`src/core/ptc_cfg.svh`:
```
`ifndef PTC_CFG_SVH
`define PTC_CFG_SVH

// ----------------------------------------
// register offsets
// ----------------------------------------
`define PTC_ADDR_CLEAR3_START 8'h1b
`define PTC_ADDR_CLEAR3_END 8'h1c
`define PTC_ADDR_PERIOD 8'h1d
`define PTC_ADDR_CONTROL 8'h1e
`define PTC_ADDR_SPARE 8'h1f
`define PTC_ADDR_FACTORY 8'h20
`define PTC_ADDR_STATUS 8'h30

// ----------------------------------------
// field layout
// ----------------------------------------
`define PTC_REG_BITS 24
`define PTC_COUNT_BITS 16
`define PTC_CTRL_EN_BIT 8
`define PTC_CTRL_SEL_LSB 9
`define PTC_CTRL_SEL_MSB 11
`define PTC_STAT_RUN_BIT 16
`define PTC_COUNT_RESET 16'h0000
`define PTC_SEL_RESET 3'h0

// ----------------------------------------
// serial frame
// ----------------------------------------
`define PTC_ADDR_BITS 8
`define PTC_FRAME_BITS 32
`define PTC_READ_BIT 7

// ----------------------------------------
// timing
// ----------------------------------------
`define PTC_SYS_CLK_MHZ 10
`define PTC_TICK_MHZ 4

`endif

```
`src/core/ptc_pkg.sv`:
```
package ptc_pkg;

  // alarm pin routing codes
  typedef enum logic [2:0] {
    PTC_SEL_SAMPLE = 3'h0,
    PTC_SEL_PULSE = 3'h1,
    PTC_SEL_SAMPLE_PULSE = 3'h2,
    PTC_SEL_CONVERT = 3'h3,
    PTC_SEL_AMBIENT = 3'h4,
    PTC_SEL_OFF5 = 3'h5,
    PTC_SEL_OFF6 = 3'h6,
    PTC_SEL_OFF7 = 3'h7
  } ptc_alarm_sel_t;

  typedef logic [15:0] ptc_count_t;
  typedef logic [23:0] ptc_word_t;

endpackage

```
`src/core/ptc_regs_top.sv`:
```
// Contract
// - sixteen-bit start count places the fourth adc clear window start.
// - separate sixteen-bit end count places that window end; zero after reset.
// - repetition period is a sixteen-bit count of 4 MHz cycles.
// - timer enable bit 8 clear keeps timer and clocks stopped; reset clear.
// - timer enable bit set runs the pulse sequence timer.
// - selector bits 11..9 codes 000, 001, 010 route sample and pulse signals.
// - codes 011 convert, 100 ambient, 101 to 111 drive nothing on alarm pins.
// - all start and end counts are 4 MHz cycles from period start.
`timescale 1ns/1ps
`default_nettype none
`include "ptc_cfg.svh"

module ptc_regs_top #(
  parameter int COUNT_W = `PTC_COUNT_BITS,
  parameter int SYS_MHZ = `PTC_SYS_CLK_MHZ,
  parameter int TICK_MHZ = `PTC_TICK_MHZ
) (
  // clock and reset
  input wire logic sys_clk,
  input wire logic rst,
  // serial register port
  input wire logic spi_sclk,
  input wire logic spi_cs_n,
  input wire logic spi_mosi,
  output logic spi_miso_ff,
  // timing signals from the other windows
  input wire logic led2_sample,
  input wire logic led1_sample,
  input wire logic led2_pulse,
  input wire logic led1_pulse,
  input wire logic led1_sample_pulse,
  input wire logic led2_convert,
  input wire logic led1_convert,
  input wire logic led2_ambient,
  input wire logic led1_ambient,
  // alarm pins
  output logic photodiode_alarm_pin_ff,
  output logic photodiode_alarm_oe_ff,
  output logic emitter_alarm_pin_ff,
  output logic emitter_alarm_oe_ff,
  // timebase
  output logic timer_tick_ff,
  output logic period_start_ff,
  output logic [COUNT_W-1:0] timer_count_ff,
  output logic adc_clear3_window_ff
);

  localparam int ACC_W = 8;

  logic [7:0] addr;
  logic [23:0] wdata;
  logic wr_valid;
  logic [23:0] rd_data;

  logic [COUNT_W-1:0] adc_clear3_start_ff;
  logic [COUNT_W-1:0] adc_clear3_end_ff;
  logic [COUNT_W-1:0] repetition_period_value_ff;
  logic timer_module_on_ff;
  ptc_pkg::ptc_alarm_sel_t alarm_pin_signal_select_ff;
  logic [ACC_W-1:0] acc_ff;
  logic [ACC_W-1:0] nxt_acc;
  logic nxt_tick;
  logic nxt_pd_pin;
  logic nxt_em_pin;
  logic nxt_pin_oe;

  // ----------------------------------------
  // serial slave
  // ----------------------------------------
  ptc_spi_slave u_spi (
    .sys_clk(sys_clk),
    .rst(rst),
    .spi_sclk(spi_sclk),
    .spi_cs_n(spi_cs_n),
    .spi_mosi(spi_mosi),
    .spi_miso_ff(spi_miso_ff),
    .rd_data(rd_data),
    .addr_ff(addr),
    .wdata_ff(wdata),
    .wr_valid_ff(wr_valid)
  );

  // ----------------------------------------
  // register writes
  // ----------------------------------------
  // upper bits are dropped; host is expected to send zeros there
  // start count store
  always_ff @(posedge sys_clk or posedge rst) begin
    if (rst) begin
      adc_clear3_start_ff <= COUNT_W'(`PTC_COUNT_RESET);
    end else if (wr_valid && addr == `PTC_ADDR_CLEAR3_START) begin
      adc_clear3_start_ff <= wdata[COUNT_W-1:0];
    end
  end

  always_ff @(posedge sys_clk or posedge rst) begin
    if (rst) begin
      adc_clear3_end_ff <= COUNT_W'(`PTC_COUNT_RESET);
    end else if (wr_valid && addr == `PTC_ADDR_CLEAR3_END) begin
      adc_clear3_end_ff <= wdata[COUNT_W-1:0];
    end
  end

  // period count store
  // a period cut below the running count wraps at the next tick
  always_ff @(posedge sys_clk or posedge rst) begin
    if (rst) begin
      repetition_period_value_ff <= COUNT_W'(`PTC_COUNT_RESET);
    end else if (wr_valid && addr == `PTC_ADDR_PERIOD) begin
      repetition_period_value_ff <= wdata[COUNT_W-1:0];
    end
  end

  always_ff @(posedge sys_clk or posedge rst) begin
    if (rst) begin
      timer_module_on_ff <= 1'b0;
    end else if (wr_valid && addr == `PTC_ADDR_CONTROL) begin
      timer_module_on_ff <= wdata[`PTC_CTRL_EN_BIT];
    end
  end

  // selector capture
  // every code is legal, so the cast never leaves the enum
  always_ff @(posedge sys_clk or posedge rst) begin
    if (rst) begin
      alarm_pin_signal_select_ff <= ptc_pkg::PTC_SEL_SAMPLE;
    end else if (wr_valid && addr == `PTC_ADDR_CONTROL) begin
      alarm_pin_signal_select_ff <= ptc_pkg::ptc_alarm_sel_t'(wdata[`PTC_CTRL_SEL_MSB:`PTC_CTRL_SEL_LSB]);
    end
  end

  // ----------------------------------------
  // register reads
  // ----------------------------------------
  // spare and factory registers read as zero
  always_comb begin
    rd_data = 24'h00_0000;
    unique case (addr & 8'h7f)
      `PTC_ADDR_CLEAR3_START: rd_data = 24'(adc_clear3_start_ff);
      `PTC_ADDR_CLEAR3_END: rd_data = 24'(adc_clear3_end_ff);
      `PTC_ADDR_PERIOD: rd_data = 24'(repetition_period_value_ff);
      `PTC_ADDR_CONTROL: begin
        rd_data[`PTC_CTRL_EN_BIT] = timer_module_on_ff;
        rd_data[`PTC_CTRL_SEL_MSB:`PTC_CTRL_SEL_LSB] = alarm_pin_signal_select_ff;
      end
      `PTC_ADDR_STATUS: begin
        rd_data[COUNT_W-1:0] = timer_count_ff;
        rd_data[`PTC_STAT_RUN_BIT] = timer_module_on_ff;
      end
      `PTC_ADDR_SPARE: rd_data = 24'h00_0000;
      `PTC_ADDR_FACTORY: rd_data = 24'h00_0000;
      default: rd_data = 24'h00_0000;
    endcase
  end

  // ----------------------------------------
  // 4 MHz tick from fractional divider
  // ----------------------------------------
  // tick spacing alternates 2 and 3 cycles; average rate is exact
  always_comb begin
    nxt_acc = acc_ff + ACC_W'(TICK_MHZ);
    nxt_tick = 1'b0;
    if (nxt_acc >= ACC_W'(SYS_MHZ)) begin
      nxt_acc = nxt_acc - ACC_W'(SYS_MHZ);
      nxt_tick = 1'b1;
    end
  end

  always_ff @(posedge sys_clk or posedge rst) begin
    if (rst) begin
      acc_ff <= 8'h00;
    end else if (!timer_module_on_ff) begin
      acc_ff <= 8'h00;
    end else begin
      acc_ff <= nxt_acc;
    end
  end

  always_ff @(posedge sys_clk or posedge rst) begin
    if (rst) begin
      timer_tick_ff <= 1'b0;
    end else begin
      timer_tick_ff <= timer_module_on_ff && nxt_tick;
    end
  end

  // ----------------------------------------
  // period counter
  // ----------------------------------------
  always_ff @(posedge sys_clk or posedge rst) begin
    if (rst) begin
      timer_count_ff <= COUNT_W'(`PTC_COUNT_RESET);
      period_start_ff <= 1'b0;
    end else if (!timer_module_on_ff) begin
      timer_count_ff <= COUNT_W'(`PTC_COUNT_RESET);
      period_start_ff <= 1'b0;
    end else begin
      period_start_ff <= 1'b0;
      if (timer_tick_ff) begin
        if (timer_count_ff >= repetition_period_value_ff) begin
          timer_count_ff <= COUNT_W'(`PTC_COUNT_RESET);
          period_start_ff <= 1'b1;
        end else begin
          timer_count_ff <= timer_count_ff + COUNT_W'(1);
        end
      end
    end
  end

  // ----------------------------------------
  // fourth adc clear window
  // ----------------------------------------
  // window trails the count by one cycle, like the alarm pins
  // window from start and end counts
  ptc_window_gen #(
    .W(COUNT_W)
  ) u_clear3 (
    .sys_clk(sys_clk),
    .rst(rst),
    .run(timer_module_on_ff),
    .count(timer_count_ff),
    .start_count(adc_clear3_start_ff),
    .end_count(adc_clear3_end_ff),
    .window_ff(adc_clear3_window_ff)
  );

  // ----------------------------------------
  // alarm pin routing
  // ----------------------------------------
  // one cycle of latency keeps both pins straight from flops
  always_comb begin
    nxt_pd_pin = 1'b0;
    nxt_em_pin = 1'b0;
    nxt_pin_oe = 1'b1;
    unique case (alarm_pin_signal_select_ff)
      ptc_pkg::PTC_SEL_SAMPLE: begin
        nxt_pd_pin = led2_sample;
        nxt_em_pin = led1_sample;
      end
      ptc_pkg::PTC_SEL_PULSE: begin
        nxt_pd_pin = led2_pulse;
        nxt_em_pin = led1_pulse;
      end
      ptc_pkg::PTC_SEL_SAMPLE_PULSE: begin
        nxt_pd_pin = led2_sample;
        nxt_em_pin = led1_sample_pulse;
      end
      ptc_pkg::PTC_SEL_CONVERT: begin
        nxt_pd_pin = led2_convert;
        nxt_em_pin = led1_convert;
      end
      ptc_pkg::PTC_SEL_AMBIENT: begin
        nxt_pd_pin = led2_ambient;
        nxt_em_pin = led1_ambient;
      end
      ptc_pkg::PTC_SEL_OFF5, ptc_pkg::PTC_SEL_OFF6, ptc_pkg::PTC_SEL_OFF7: begin
        nxt_pd_pin = 1'b0;
        nxt_em_pin = 1'b0;
        nxt_pin_oe = 1'b0;
      end
    endcase
  end

  always_ff @(posedge sys_clk or posedge rst) begin
    if (rst) begin
      photodiode_alarm_pin_ff <= 1'b0;
      emitter_alarm_pin_ff <= 1'b0;
    end else begin
      photodiode_alarm_pin_ff <= nxt_pd_pin;
      emitter_alarm_pin_ff <= nxt_em_pin;
    end
  end

  // enables follow the selector
  // a released pin shows low here; the board sets its real level
  always_ff @(posedge sys_clk or posedge rst) begin
    if (rst) begin
      photodiode_alarm_oe_ff <= 1'b0;
      emitter_alarm_oe_ff <= 1'b0;
    end else begin
      photodiode_alarm_oe_ff <= nxt_pin_oe;
      emitter_alarm_oe_ff <= nxt_pin_oe;
    end
  end

endmodule
`default_nettype wire

```
`src/core/ptc_spi_slave.sv`:
```
`timescale 1ns/1ps
`default_nettype none
`include "ptc_cfg.svh"

module ptc_spi_slave (
  // clock and reset
  input wire logic sys_clk,
  input wire logic rst,
  // serial pins, sampled on sys_clk
  input wire logic spi_sclk,
  input wire logic spi_cs_n,
  input wire logic spi_mosi,
  output logic spi_miso_ff,
  // register side
  input wire logic [23:0] rd_data,
  output logic [7:0] addr_ff,
  output logic [23:0] wdata_ff,
  output logic wr_valid_ff
);

  logic sclk_q_ff;
  logic [5:0] bit_cnt_ff;
  logic [30:0] shift_ff;
  logic [22:0] out_sh_ff;
  logic rise;
  logic fall;
  logic is_read;

  assign rise = spi_sclk & ~sclk_q_ff & ~spi_cs_n;
  assign fall = ~spi_sclk & sclk_q_ff & ~spi_cs_n;
  assign is_read = addr_ff[`PTC_READ_BIT];

  always_ff @(posedge sys_clk or posedge rst) begin
    if (rst) begin
      sclk_q_ff <= 1'b0;
    end else begin
      sclk_q_ff <= spi_sclk;
    end
  end

  // ----------------------------------------
  // receive: mode 0, msb first
  // ----------------------------------------
  always_ff @(posedge sys_clk or posedge rst) begin
    if (rst) begin
      bit_cnt_ff <= 6'h00;
      shift_ff <= 31'h0000_0000;
      addr_ff <= 8'h00;
      wdata_ff <= 24'h00_0000;
      wr_valid_ff <= 1'b0;
    end else begin
      wr_valid_ff <= 1'b0;
      if (spi_cs_n) begin
        // frame aborted or done: restart
        bit_cnt_ff <= 6'h00;
      end else if (rise && bit_cnt_ff < 6'(`PTC_FRAME_BITS)) begin
        shift_ff <= {shift_ff[29:0], spi_mosi};
        bit_cnt_ff <= bit_cnt_ff + 6'h01;
        if (bit_cnt_ff == 6'(`PTC_ADDR_BITS - 1)) begin
          addr_ff <= {shift_ff[6:0], spi_mosi};
        end
        if (bit_cnt_ff == 6'(`PTC_FRAME_BITS - 1) && !is_read) begin
          wdata_ff <= {shift_ff[22:0], spi_mosi};
          wr_valid_ff <= 1'b1;
        end
      end
    end
  end

  // ----------------------------------------
  // transmit on falling edges
  // ----------------------------------------
  always_ff @(posedge sys_clk or posedge rst) begin
    if (rst) begin
      out_sh_ff <= 23'h00_0000;
      spi_miso_ff <= 1'b0;
    end else if (spi_cs_n) begin
      spi_miso_ff <= 1'b0;
    end else if (fall && is_read) begin
      if (bit_cnt_ff == 6'(`PTC_ADDR_BITS)) begin
        spi_miso_ff <= rd_data[23];
        out_sh_ff <= rd_data[22:0];
      end else if (bit_cnt_ff > 6'(`PTC_ADDR_BITS)) begin
        spi_miso_ff <= out_sh_ff[22];
        out_sh_ff <= {out_sh_ff[21:0], 1'b0};
      end
    end
  end

endmodule
`default_nettype wire

```
`src/core/ptc_window_gen.sv`:
```
`timescale 1ns/1ps
`default_nettype none
`include "ptc_cfg.svh"

module ptc_window_gen #(
  parameter int W = `PTC_COUNT_BITS
) (
  // clock and reset
  input wire logic sys_clk,
  input wire logic rst,
  // timebase
  input wire logic run,
  input wire logic [W-1:0] count,
  // window edges
  input wire logic [W-1:0] start_count,
  input wire logic [W-1:0] end_count,
  // result
  output logic window_ff
);

  logic nxt_window;

  always_comb begin
    nxt_window = run && (count >= start_count) && (count <= end_count);
  end

  always_ff @(posedge sys_clk or posedge rst) begin
    if (rst) begin
      window_ff <= 1'b0;
    end else begin
      window_ff <= nxt_window;
    end
  end

endmodule
`default_nettype wire
```
`config.mk`:
```
export PLATFORM = sky130hd
export DESIGN_NAME = ptc_regs_top
export DESIGN_NICKNAME = d
export VERILOG_FILES = /design/src/core/ptc_pkg.sv /design/src/core/ptc_regs_top.sv /design/src/core/ptc_spi_slave.sv /design/src/core/ptc_window_gen.sv
export VERILOG_INCLUDE_DIRS = /design/src /design/src/core
export SDC_FILE = /design/constraint.sdc
export NUM_CORES = 1
export LEC_CHECK = 0
export BUFFER_PORTS_ARGS = -buffer_cell sky130_fd_sc_hd__buf_2
export CORE_MARGIN = 4
export CORE_UTILIZATION = 25
export CTS_BUF_LIST = sky130_fd_sc_hd__clkbuf_8 sky130_fd_sc_hd__clkbuf_16
export DETAILED_ROUTE_END_ITERATION = 6
export PLACE_DENSITY = 0.37
export REMOVE_ABC_BUFFERS = 1
export SLEW_MARGIN = 20
export SYNTH_ARGS = -nofsm -noshare
export SYNTH_HDL_FRONTEND = slang
export SYNTH_SLANG_ARGS = --single-unit
export TNS_END_PERCENT = 20
```
`constraint.sdc`:
```
create_clock -name sys_clk -period 8.9 [get_ports sys_clk]
set_input_delay 1.335 -clock sys_clk [delete_from_list [all_inputs] [get_ports sys_clk]]
set_output_delay 1.335 -clock sys_clk [all_outputs]
set_load 0.005 [all_outputs]
```
---- Word-level counts from Yosys, hierarchy flattened ----
Cells that the tools add are included.
W data, S select, Z words.
storage, ports and cells
  bits in registers ....................... 153
  bits of input ports ..................... 14
  output and inout bits ................... 24
cells by class
  add/sub/neg operators ................... 4
  order comparisons ....................... 6
  eq/ne operators ......................... 20
  mux-type cells .......................... 26
  bitwise operators ....................... 7
  reductions and logical operators ........ 23
operator list
  kind                     count
  $mux W16                 3
  $mux W23                 2
  $eq A8 B5 Y1 const B     4
  $ge A16 B16 Y1           2
  $pmux W8 S4              1
  $eq A7 B5 Y1 const B     4
  $pmux W4 S5              1
  $pmux W5 S4              1
  $add A16 B1 Y16 const B  1
  $le A16 B16 Y1           1
  $mux W8                  2
  $eq A3 B3 Y1 const B     4
  $mux W1                  12
  $mux W6                  2
  $logic_and A1 B1 Y1      10
  $reduce_and A3 Y1        3
  $add A8 B3 Y8 const B    1
  $ge A8 B4 Y1 const B     1
  $sub A8 B4 Y8 const B    1
  $eq A7 B6 Y1 const B     1
  $add A6 B1 Y6 const B    1
  $eq A3 B2 Y1 const B     2
  $eq A6 B3 Y1 const B     1
  $eq A6 B4 Y1 const B     1
  other kinds (16)         24

---- Logic depth before layout (Yosys ltp) ----
Gate-level depths: netlist of the first run.
  depth in word-level cells ............... 6
  depth in mapped cells ................... 9

---- Cells and area by module ----
Synthesis of the first run repeated with hierarchy kept, for this count alone.
second synthesis, totals
  cell total of the unflattened synthesis .. 827
  area total of the unflattened synthesis .. 8907.3 sq um
by module, submodules not included
  module          instances  cells an instance  area each (sq um)  sequential area each (sq um)
  ptc_regs_top    1          419                4433.0             2001.9
  ptc_spi_slave   1          293                3654.8             2177.1
  ptc_window_gen  1          115                819.5              25.0

---- Worst setup path before layout of the first run ----
OpenSTA, ideal clock, no wires.
  path type ............................... input -> register
  start ................................... in spi_sclk
  end ..................................... reg u_spi.wdata_ff[0]
  arrival ................................. 2.812 ns
  required time ........................... 8.775 ns
  path slack .............................. 5.963 ns
  stages .................................. 7
  cells stage by stage .................... nor3b_4 > and2b_1 > buf_4 > nand3_2 > nor3_4 > buf_6 > mux2_2
on the way
  word-level cells in the longest chain between the ends .. 4
RTL lines
  item                                RTL line             source
  start, declared                     ptc_regs_top.sv:23   input wire logic spi_sclk,
  $and A1 B1 Y1 (2 in a row)          ptc_spi_slave.sv:29  assign rise = spi_sclk & ~sclk_q_ff & ~spi_cs_n;
  $logic_and A1 B1 Y1                 ptc_spi_slave.sv:56  end else if (rise && bit_cnt_ff < 6'(`PTC_FRAME_BITS)) begin
  $reduce_and A3 Y1 (no source line)  n/a
  end signal, assigned                ptc_spi_slave.sv:63  wdata_ff <= {shift_ff[22:0], spi_mosi};
  end, declared                       ptc_spi_slave.sv:17  output logic [23:0] wdata_ff,
Every way passes these cells.
A chain may end at the register's enable or synchronous reset.

---- Worst setup path after layout of the first run ----
  start ................................... in spi_sclk
  end ..................................... reg u_spi.wdata_ff[5]
The elaborated chain is that of the path after synthesis.

==> results of run 1 <==
-- path summary, 6_finish.rpt --
| check | startpoint | to | slack, ns | cells past startpoint |
|---|---|---|---|---|
| min in group asynchronous | rst | emitter_alarm_oe_ff$_DFF_PP0_ | 0.91 | 2 |
| hold reg to reg | u_spi.out_sh_ff[21]$_DFFE_PP0P_ | u_spi.out_sh_ff[22]$_DFFE_PP0P_ | 0.50 | 1 |
| setup reg to reg | u_spi.addr_ff[1]$_DFFE_PP0P_ | repetition_period_value_ff[2]$_DFFE_PP0P_ | 5.86 | 6 |
| setup / recovery | spi_sclk | u_spi.wdata_ff[5]$_DFFE_PP0P_ | 5.54 | 6 |
| hold / removal | u_spi.out_sh_ff[21]$_DFFE_PP0P_ | u_spi.out_sh_ff[22]$_DFFE_PP0P_ | 0.50 | 1 |
| max in group asynchronous | rst | timer_count_ff[8]$_DFFE_PP0P_ | 6.91 | 3 |
-- layer usage --
| metal | up-vias | share of wire, % | GRT usage (%) |
|---|---|---|---|
| met4 | 0 | 1.6 | 3.88 |
| met1 | 2865 | 47 | 17.1 |
| met5 | - | 0 | 0 |
| met3 | 25 | 2.5 | 2.09 |
| li1 | 2736 | - | - |
| met2 | 76 | 49 | 21.8 |
-- sequential cells by signal (all words and copies together), names as in the netlist, 3 cells and up --
register	flops
u_spi.shift_ff	15
u_spi.wdata_ff	16
adc_clear3_start_ff	16
u_spi.out_sh_ff	23
repetition_period_value_ff	16
timer_count_ff	16
acc_ff	7
u_spi.bit_cnt_ff	6
u_spi.addr_ff	8
alarm_pin_signal_select_ff	3
adc_clear3_end_ff	16
-- cells by family after synthesis --
logic type,count (synthesis)
compound gates,170
xor+xnor,10
fa+ha+maj,54
buf+inv,88
flops,152
mux,66
simple gates,197
-- placed cells by master (no fill, tap or decap), types with 7 or more instances in the layout --
cell and n:
dfrtp_1 152, o21ai_0 54, o311ai_0 8, buf_2 37, a222oi_1 14, a22oi_1 7, a221o_1 12, a22o_1 8
nand4_1 12, buf_4 8, nand3_1 22, nand2_1 80, nor2b_1 10, mux2_2 51, ha_1 54, inv_1 55
a21oi_1 28, mux2_4 10, nor2_1 23, clkbuf_16 17
-- final cells by class --
class	count	area (sq um)
well taps	396	495
fillers	3200	21800
flip-flops and latches	152	3800
inverters	56	215
multi-input cells	497	3760
clock buffers	17	425
clock inverters	15	156
repair buffers	46	273
-- where the power goes --
group          internal [W]  switching (W)  total (W)
combinational     0.0000204      0.0000226  0.0000430
sequential         0.000709      0.0000223   0.000732
clock              0.000374       0.000348   0.000722
-- per-stage QoR --
step / utilization, % / cell area [sq um] / hold slack (ns) / cells
2_1_floorplan: - / 7750 / 0.451 / 705
3_3_place_gp: 27.5 / 8510 / 0.466 / 1146
3_5_place_dp: 27.5 / 8510 / 0.484 / 1146
4_1_cts: 29.4 / 9090 / 0.497 / 1178
5_1_grt: 29.5 / 9130 / 0.515 / 1179
6_report: 29.5 / 9130 / 0.498 / 1179
==> reports/results.txt, run 1 <==
vias in the first global route: 5851
Worst-path clk slew: 0.07 ns
leakage power: 4.08 nW
Post-synth EDFFs: 0
RSZ-0062 raised after global routing: no
Synth Area in Adders: 8.54%
Num CTS Buffers: 17
clk buf depth: 2
critical path, cell by cell: buf_2 > nor3b_4 > and2b_1 > nand3_2 > nor3_4 > mux2_2
first-pass GRT wire length: 34400 um
register area share after synthesis: 48.1%
Core ar.: 0.0309 sq mm
count leader, synth: dfrtp_1
Critical Path End Type: register
Die Wd: 186 um
Starting Density: 25.6%
largest area contributor in the netlist: dfrtp_1
Crit path max-delay family: simple AND/OR/NAND/NOR gates
Skew-Pair Late Insertion Delay: 0.43 ns
port bufs: 37
FF+latch count, synth: 152
CTS resizes: 0
fin crit share: 37.7%
Synth top cells by count: 152 x dfrtp_1, 80 x nand2_1, 56 x inv_1, 54 x ha_1, 54 x o21ai_0
WS Path Type: in2reg
GR Util All Layers: 12.9%
die footprint: 0.0346 sq mm
worst-path fanout max: 17
pre-CTS setup slack: 5.05 ns
Fmax: 0.298 GHz
ys async rst share: 100%
Distinct cells, synth: 66
share of Yosys cell area claimed by the top area cell type: 48.1%
I/O pin count: 38
DR WL/cell: 18.2 um
YS warnings: 0
clk sinks: 152
Slew Limit Fails: 0
CTS tree: yes
Rel. slew slack: 28.9%
Initial DRC Count: 349
Slowest Stage Delay on Critical Path: 0.70 ns
Startpoint Class: input port
final hold violations: 0
required time of the critical path: 9.21 ns
min Tclk post-route: 3.36 ns
placer congestion estimate: 0.812
antenna violations before repair: 1
Final setup viols: 0
Main synth FF type: dfrtp_1
diode count: 0
Crit path arrival time: 3.67 ns
die height: 186 um
WL final: 21500 um
Setup WS post-layout: 5.54 ns
First-pass DRT Iterations: 5
H-tree levels: 4
max-cap viol count: 0
post-synthesis xor/xnor area fraction: 1.11%
Syn Inst Count: 737
TNS Setup: 0 ns
Final Total Pwr: 0.00150 W
clk root buf: clkbuf_16
Post-route DRC: 0
Synth Cell Area: 0.00791 sq mm
ranking of synthesized cells by area: dfrtp_1 48%, ha_1 8.5%, mux2_2 7.3%, nand2_1 3.8%, o21ai_0 3.4%
setup bufs post-CTS: 0
complex-gate fraction of the synthesized area: 14.8%
simple logic cell fraction of the synthesized area: 13.0%
largest family of logic cells by synthesized area: compound AO/OA/AOI/OAI gates
# rows: 64
via count: 5702
largest net degree at the start of global routing: 105
status: finished, final reports clean
ANT nets after route: 0
Power Dens Cells: 164 mW/mm^2
total grt overflow: 0
hold crit path type: reg2reg
DP HPWL: 15600 um
maximum vdd drop: 0.102 mV
Syn-to-layout area delta: 15.3%
worst slew pin tran: 1.07 ns
critical path's slowest cell: nor3_4
Worst Skew: 0.00772 ns
hold_buf cts: 0
fraction of layout cells with a size suffix above 1: 19.8%
Mean Syn Cell Area: 10.7 sq um
mux share of post-synthesis cell area: 9.79%
WP buf/inv: 1
nets: 838
Via density: 4.84
Note: power is estimated with default switching activity, not from simulation.
==> run 2, diff against run 1 <==
==> constraint.sdc (replaced) <==
create_clock -name sys_clk -period 3.2 [get_ports sys_clk]
set_input_delay 0.48 -clock sys_clk [delete_from_list [all_inputs] [get_ports sys_clk]]
set_output_delay 0.48 -clock sys_clk [all_outputs]
set_load 0.005 [all_outputs]
==> reports/results.txt, run 2 (synthesis gave the netlist of run 1 again) <==
status: finished, final reports clean
required time of the critical path: 3.54 ns (-5.67 ns)
clk root buf: clkbuf_16
GR Util All Layers: 12.7% (-0.19 points)
setup bufs post-CTS: 0 (unchanged)
# rows: 64 (unchanged)
DR WL/cell: 17.7 um (-2.9%)
Syn-to-layout area delta: 16.7%
placed cell count: 1167 (+1.8%)
Top reg by flops: u_spi.out_sh_ff
max reg flops: 23 (unchanged)
hold crit path type: in2reg
Finished Layout Cells: 1199 (+1.7%)
Worst Skew: 0.0132 ns (+0.00549 ns)
Core ar.: 0.0309 sq mm (unchanged)
Post-route DRC: 0 (unchanged)
total grt overflow: 0 (unchanged)
leakage power: 4.17 nW (+2.2%)
die footprint: 0.0346 sq mm (unchanged)
CTS tree: yes
hold_buf cts: 0 (unchanged)
Multi-input gate area: 0.00374 sq mm (-0.30%)
Final Util: 29.9% (+0.34 points)
reg2reg path depth: 7 (+1)
nets: 858 (+2.4%)
Die Wd: 186 um (unchanged)
met3 wire len: 484 um (-8.3%)
Via density: 4.79 (-0.86%)
first-pass GRT wire length: 34100 um (-0.78%)
CTS resizes: 0 (unchanged)
top sig layer: met4
fraction of layout cells with a size suffix above 1: 21.5% (+1.7 points)
hold path cells: 1 (unchanged)
H-tree levels: 4 (unchanged)
WHS: 0.181 ns (-0.316 ns)
die height: 186 um (unchanged)
ANT nets after route: 0 (unchanged)
Power Dens Cells: 447 mW/mm^2 (+170%)
Rel. slew slack: 31.4% (+2.5 points)
WS Path Type: reg2reg
WL final: 21200 um (-1.2%)
worst-path fanout max: 14 (-3)
largest net degree at the start of global routing: 79 (-25%)
Fmax: 0.382 GHz
fin crit share: 81.8%
RSZ-0062 raised after global routing: no
diode count: 0 (unchanged)
maximum vdd drop: 0.237 mV (+130%)
placer congestion estimate: 0.778 (-4.1%)
First-pass DRT Iterations: 6 (+1)
clk buf depth: 2 (unchanged)
I/O pin count: 38 (unchanged)
Crit path arrival time: 2.96 ns (-0.71 ns)
worst slew pin tran: 1.02 ns (-0.0446 ns)
Startpoint Class: register
pre-CTS setup slack: 0.585 ns (-4.47 ns)
most frequent cells in the layout: 152 x dfrtp_1, 80 x nand2_1, 56 x inv_1
wire length on met2: 10300 um (-2.2%)
Storage cell area: 0.00380 sq mm (unchanged)
commonest non-fill, non-tap cell in the layout: dfrtp_1
Metal-1 WL: 10200 um (+1.2%)
DP HPWL: 15500 um (-0.50%)
final hold violations: 0 (unchanged)
Slew Limit Fails: 0 (unchanged)
Worst-path clk slew: 0.07 ns (about the same)
Num CTS Buffers: 17 (unchanged)
Initial DRC Count: 423 (+21%)
Final setup viols: 0 (unchanged)
max-cap viol count: 0 (unchanged)
clk sinks: 152 (unchanged)
Starting Density: 25.6% (unchanged)
vias in the first global route: 5834 (-0.29%)
via count: 5749 (+0.82%)
Fillers: 3191 (-0.28%)
Critical Path End Type: register
Setup WS post-layout: 0.581 ns (-4.96 ns)
port bufs: 37 (unchanged)
antenna violations before repair: 0 (-1)
Skew-Pair Late Insertion Delay: 0.43 ns (about the same)
min Tclk post-route: 2.62 ns
TNS Setup: 0 ns (unchanged)
## run 2: cell types whose count changed in the layout (fill, tap and decap cells not counted), moves of 2 or more
cell / change
inv_6: +5
inv_8: -5
clkinv_8: -2
buf_4: +21
## run 2: through the flow
stage	total power, W	instance area [sq um]
2_1_floorplan	0.00213	7750
3_3_place_gp	0.00219	8660
3_5_place_dp	0.00219	8660
4_1_cts	0.00420	9230
5_1_grt	0.00430	9230
6_report	0.00413	9230
## run 2: per-layer routing
metal | vias to the layer above | GRT usage (%)
met1 | 2874 | 17.4
met2 | 81 | 21.1
met5 | - | 0
li1 | 2779 | -
met4 | 0 | 3.32
met3 | 15 | 2.07
## run 2: layout make-up
cell class,instances,area share (%)
clock buffer,17,4.61
clock inverter,15,1.56
inverter,56,2.33
multi-input combinational,497,40.6
sequential,152,41.2
tap,396,5.37
timing repair buffer,66,4.36
## run 2: report_power, final
part / total [W] / internal, W / leakage [nW] / switching, W
clock: 0.00198 / 0.00109 / 0.267 / 0.000889
combinational: 0.000119 / 0.0000563 / 1.80 / 0.0000628
sequential: 0.00203 / 0.00197 / 2.10 / 0.0000564
## run 2: final timing paths
path	from	to	slack, ns
worst max-delay path	timer_count_ff[13]$_DFFE_PP0P_	timer_count_ff[15]$_DFFE_PP0P_	0.58
max in group asynchronous	rst	repetition_period_value_ff[5]$_DFFE_PP0P_	2.11
worst max register to register	timer_count_ff[13]$_DFFE_PP0P_	timer_count_ff[15]$_DFFE_PP0P_	0.58
worst min register to register	u_spi.out_sh_ff[0]$_DFFE_PP0P_	u_spi.out_sh_ff[0]$_DFFE_PP0P_	0.48
min in group asynchronous	rst	u_spi.bit_cnt_ff[5]$_DFFE_PP0P_	0.20
worst min-delay path	spi_sclk	u_spi.sclk_q_ff$_DFF_PP0_	0.18
## run 2: worst max-delay path, cell delays in order, from the launching register on
cell	delay [ns]
dfrtp_1	0.49
ha_1	0.35
a211o_1	0.30
a221oi_1	0.30
and3_1	0.22
o21ai_1	0.34
or3_1	0.47
o21ai_0	0.08
==> run 3, diff against run 2 <==
==> constraint.sdc (replaced) <==
create_clock -name sys_clk -period 2.5 [get_ports sys_clk]
set_input_delay 0.375 -clock sys_clk [delete_from_list [all_inputs] [get_ports sys_clk]]
set_output_delay 0.375 -clock sys_clk [all_outputs]
set_load 0.005 [all_outputs]
==> reports/results.txt, run 3 (synthesis gave the netlist of run 1 again) <==
status: finished, final reports clean
worst-path fanout max: 16 (+2)
Rel. slew slack: 31.7% (+0.34 points)
Top reg by flops: u_spi.out_sh_ff
fin crit share: 93.1% (+11 points)
Initial DRC Count: 389 (-8.0%)
clk sinks: 152 (unchanged)
diode count: 0 (unchanged)
placer congestion estimate: 0.804 (+3.3%)
max reg flops: 23 (unchanged)
Int Pwr: 0.00422 W (+35%)
First-pass DRT Iterations: 5 (-1)
Final setup viols: 0 (unchanged)
WP depth: 8 (+1)
largest net degree at the start of global routing: 69 (-13%)
Sw Pwr: 0.00132 W (+31%)
critical path's slowest cell: dfrtp_1
commonest non-fill, non-tap cell in the layout: dfrtp_1
sw frac: 23.9% (-0.55 points)
Finished Layout Cells: 1217 (+1.5%)
placed cell count: 1184 (+1.5%)
Final Total Pwr: 0.00554 W (+34%)
Slew Limit Fails: 0 (unchanged)
power share of the clock group: 50.4% (+2.5 points)
Post-route DRC: 0 (unchanged)
fraction of layout cells with a size suffix above 1: 23.5% (+2.0 points)
Syn-to-layout area delta: 20.0%
hold crit path type: in2reg
setup bufs post-CTS: 0 (unchanged)
Slowest Stage Delay on Critical Path: 0.40 ns (-0.09 ns)
pre-CTS setup slack: -0.0358 ns (-0.621 ns)
ANT nets after route: 0 (unchanged)
nets: 876 (+2.1%)
Skew-Pair Late Insertion Delay: 0.43 ns (about the same)
Crit path arrival time: 2.67 ns (-0.29 ns)
die footprint: 0.0346 sq mm (unchanged)
reg2reg path depth: 8 (+1)
Setup WS post-layout: 0.173 ns (-0.408 ns)
critical path, cell by cell: ha_1 > a211o_1 > a221oi_1 > and3_1 > o21a_1 > buf_4 > a21oi_1 > o21ai_0
die height: 186 um (unchanged)
Num CTS Buffers: 17 (unchanged)
Die Wd: 186 um (unchanged)
DR WL/cell: 17.3 um (-2.3%)
WL final: 21100 um (-0.82%)
I/O pin count: 38 (unchanged)
via count: 5803 (+0.94%)
Crit path max-delay family: compound AO/OA/AOI/OAI gates
min Tclk post-route: 2.33 ns (-0.292 ns)
required time of the critical path: 2.85 ns (-0.69 ns)
Starting Density: 25.6% (unchanged)
DP HPWL: 15600 um (+0.81%)
most frequent cells in the layout: 152 x dfrtp_1, 80 x nand2_1, 55 x inv_1
Core ar.: 0.0309 sq mm (unchanged)
Final Util: 30.7% (+0.86 points)
Startpoint Class: register
WS Path Type: reg2reg
first-pass GRT wire length: 34100 um (-0.14%)
Worst Skew: 0.00933 ns (-0.00388 ns)
clk buf depth: 2 (unchanged)
GR Util All Layers: 12.6% (-0.13 points)
maximum vdd drop: 0.392 mV (+65%)
Sequential Power Share: 46.8% (-2.4 points)
WP buf/inv: 1 (+1)
Fmax: 0.430 GHz (+13%)
vias in the first global route: 5916 (+1.4%)
max-cap viol count: 0 (unchanged)
# rows: 64 (unchanged)
placed cell areas: 0.00883 sq mm (+1.9%)
total grt overflow: 0 (unchanged)
Fillers: 3195 (+0.13%)
hold path cells: 1 (unchanged)
worst slew pin tran: 1.02 ns (+0.000136 ns)
Critical Path End Type: register
port bufs: 37 (unchanged)
Via density: 4.77 (-0.55%)
antenna violations before repair: 0 (unchanged)
Power Dens Cells: 584 mW/mm^2 (+31%)
leakage power: 4.32 nW (+3.7%)
final hold violations: 0 (unchanged)
CTS tree: yes
Final Cell Area: 0.00950 sq mm (+2.9%)
Comb pwr share: 2.8% (about the same)
clk root buf: clkbuf_16
RSZ-0062 raised after global routing: no
Worst-path clk slew: 0.07 ns (about the same)
H-tree levels: 4 (unchanged)
run 3: final cells by class:
cell class | count | area [sq um] | area share [%]
sequential | 152 | 3800 | 40.1
multi-input combinational | 497 | 3770 | 39.7
timing repair buffer | 84 | 578 | 6.09
tap | 396 | 495 | 5.22
clock buffer | 17 | 425 | 4.48
inverter | 56 | 215 | 2.27
clock inverter | 15 | 211 | 2.23
run 3: power by group through the flow:
stage                     sequential, W  combinational (W)  clock [W]
after floorplan                 0.00261           0.000111          0
after global placement          0.00264           0.000158          0
after detailed placement        0.00264           0.000163          0
after CTS                       0.00259           0.000164    0.00289
after global routing            0.00260           0.000180    0.00298
final                           0.00259           0.000157    0.00279
run 3: metrics by stage:
stage | hold WS (ns) | TNS [ns]
2_1_floorplan | 0.406 | -304.87
3_3_place_gp | 0.417 | -0.0263
3_5_place_dp | 0.425 | -0.151
4_1_cts | 0.0591 | 0
5_1_grt | 0.0654 | 0
6_report | 0.0784 | 0
run 3: per-layer routing:
layer	track usage [%]	wire [um]	vias up
met5	0	0	-
met4	3.09	279	0
met3	2.40	479	16
met2	21.2	10400	59
met1	16.8	9890	2901
li1	-	-	2827
run 3: worst paths after layout:
| path | end | start | slack (ns) |
|---|---|---|---|
| hold reg to reg | u_spi.out_sh_ff[0]$_DFFE_PP0P_ | u_spi.out_sh_ff[0]$_DFFE_PP0P_ | 0.48 |
| max in group asynchronous | repetition_period_value_ff[4]$_DFFE_PP0P_ | rst | 1.28 |
| hold / removal | u_spi.sclk_q_ff$_DFF_PP0_ | spi_sclk | 0.08 |
| setup reg to reg | timer_count_ff[15]$_DFFE_PP0P_ | timer_count_ff[13]$_DFFE_PP0P_ | 0.17 |
| min in group asynchronous | emitter_alarm_oe_ff$_DFF_PP0_ | rst | 0.50 |
| setup / recovery | timer_count_ff[15]$_DFFE_PP0P_ | timer_count_ff[13]$_DFFE_PP0P_ | 0.17 |
run 3: what timing repair did:
item                       CTS  global route
gates resized for setup      1             3
hold buffers                 1             0
setup endpoints to repair    6            25
hold endpoints to repair    40             0
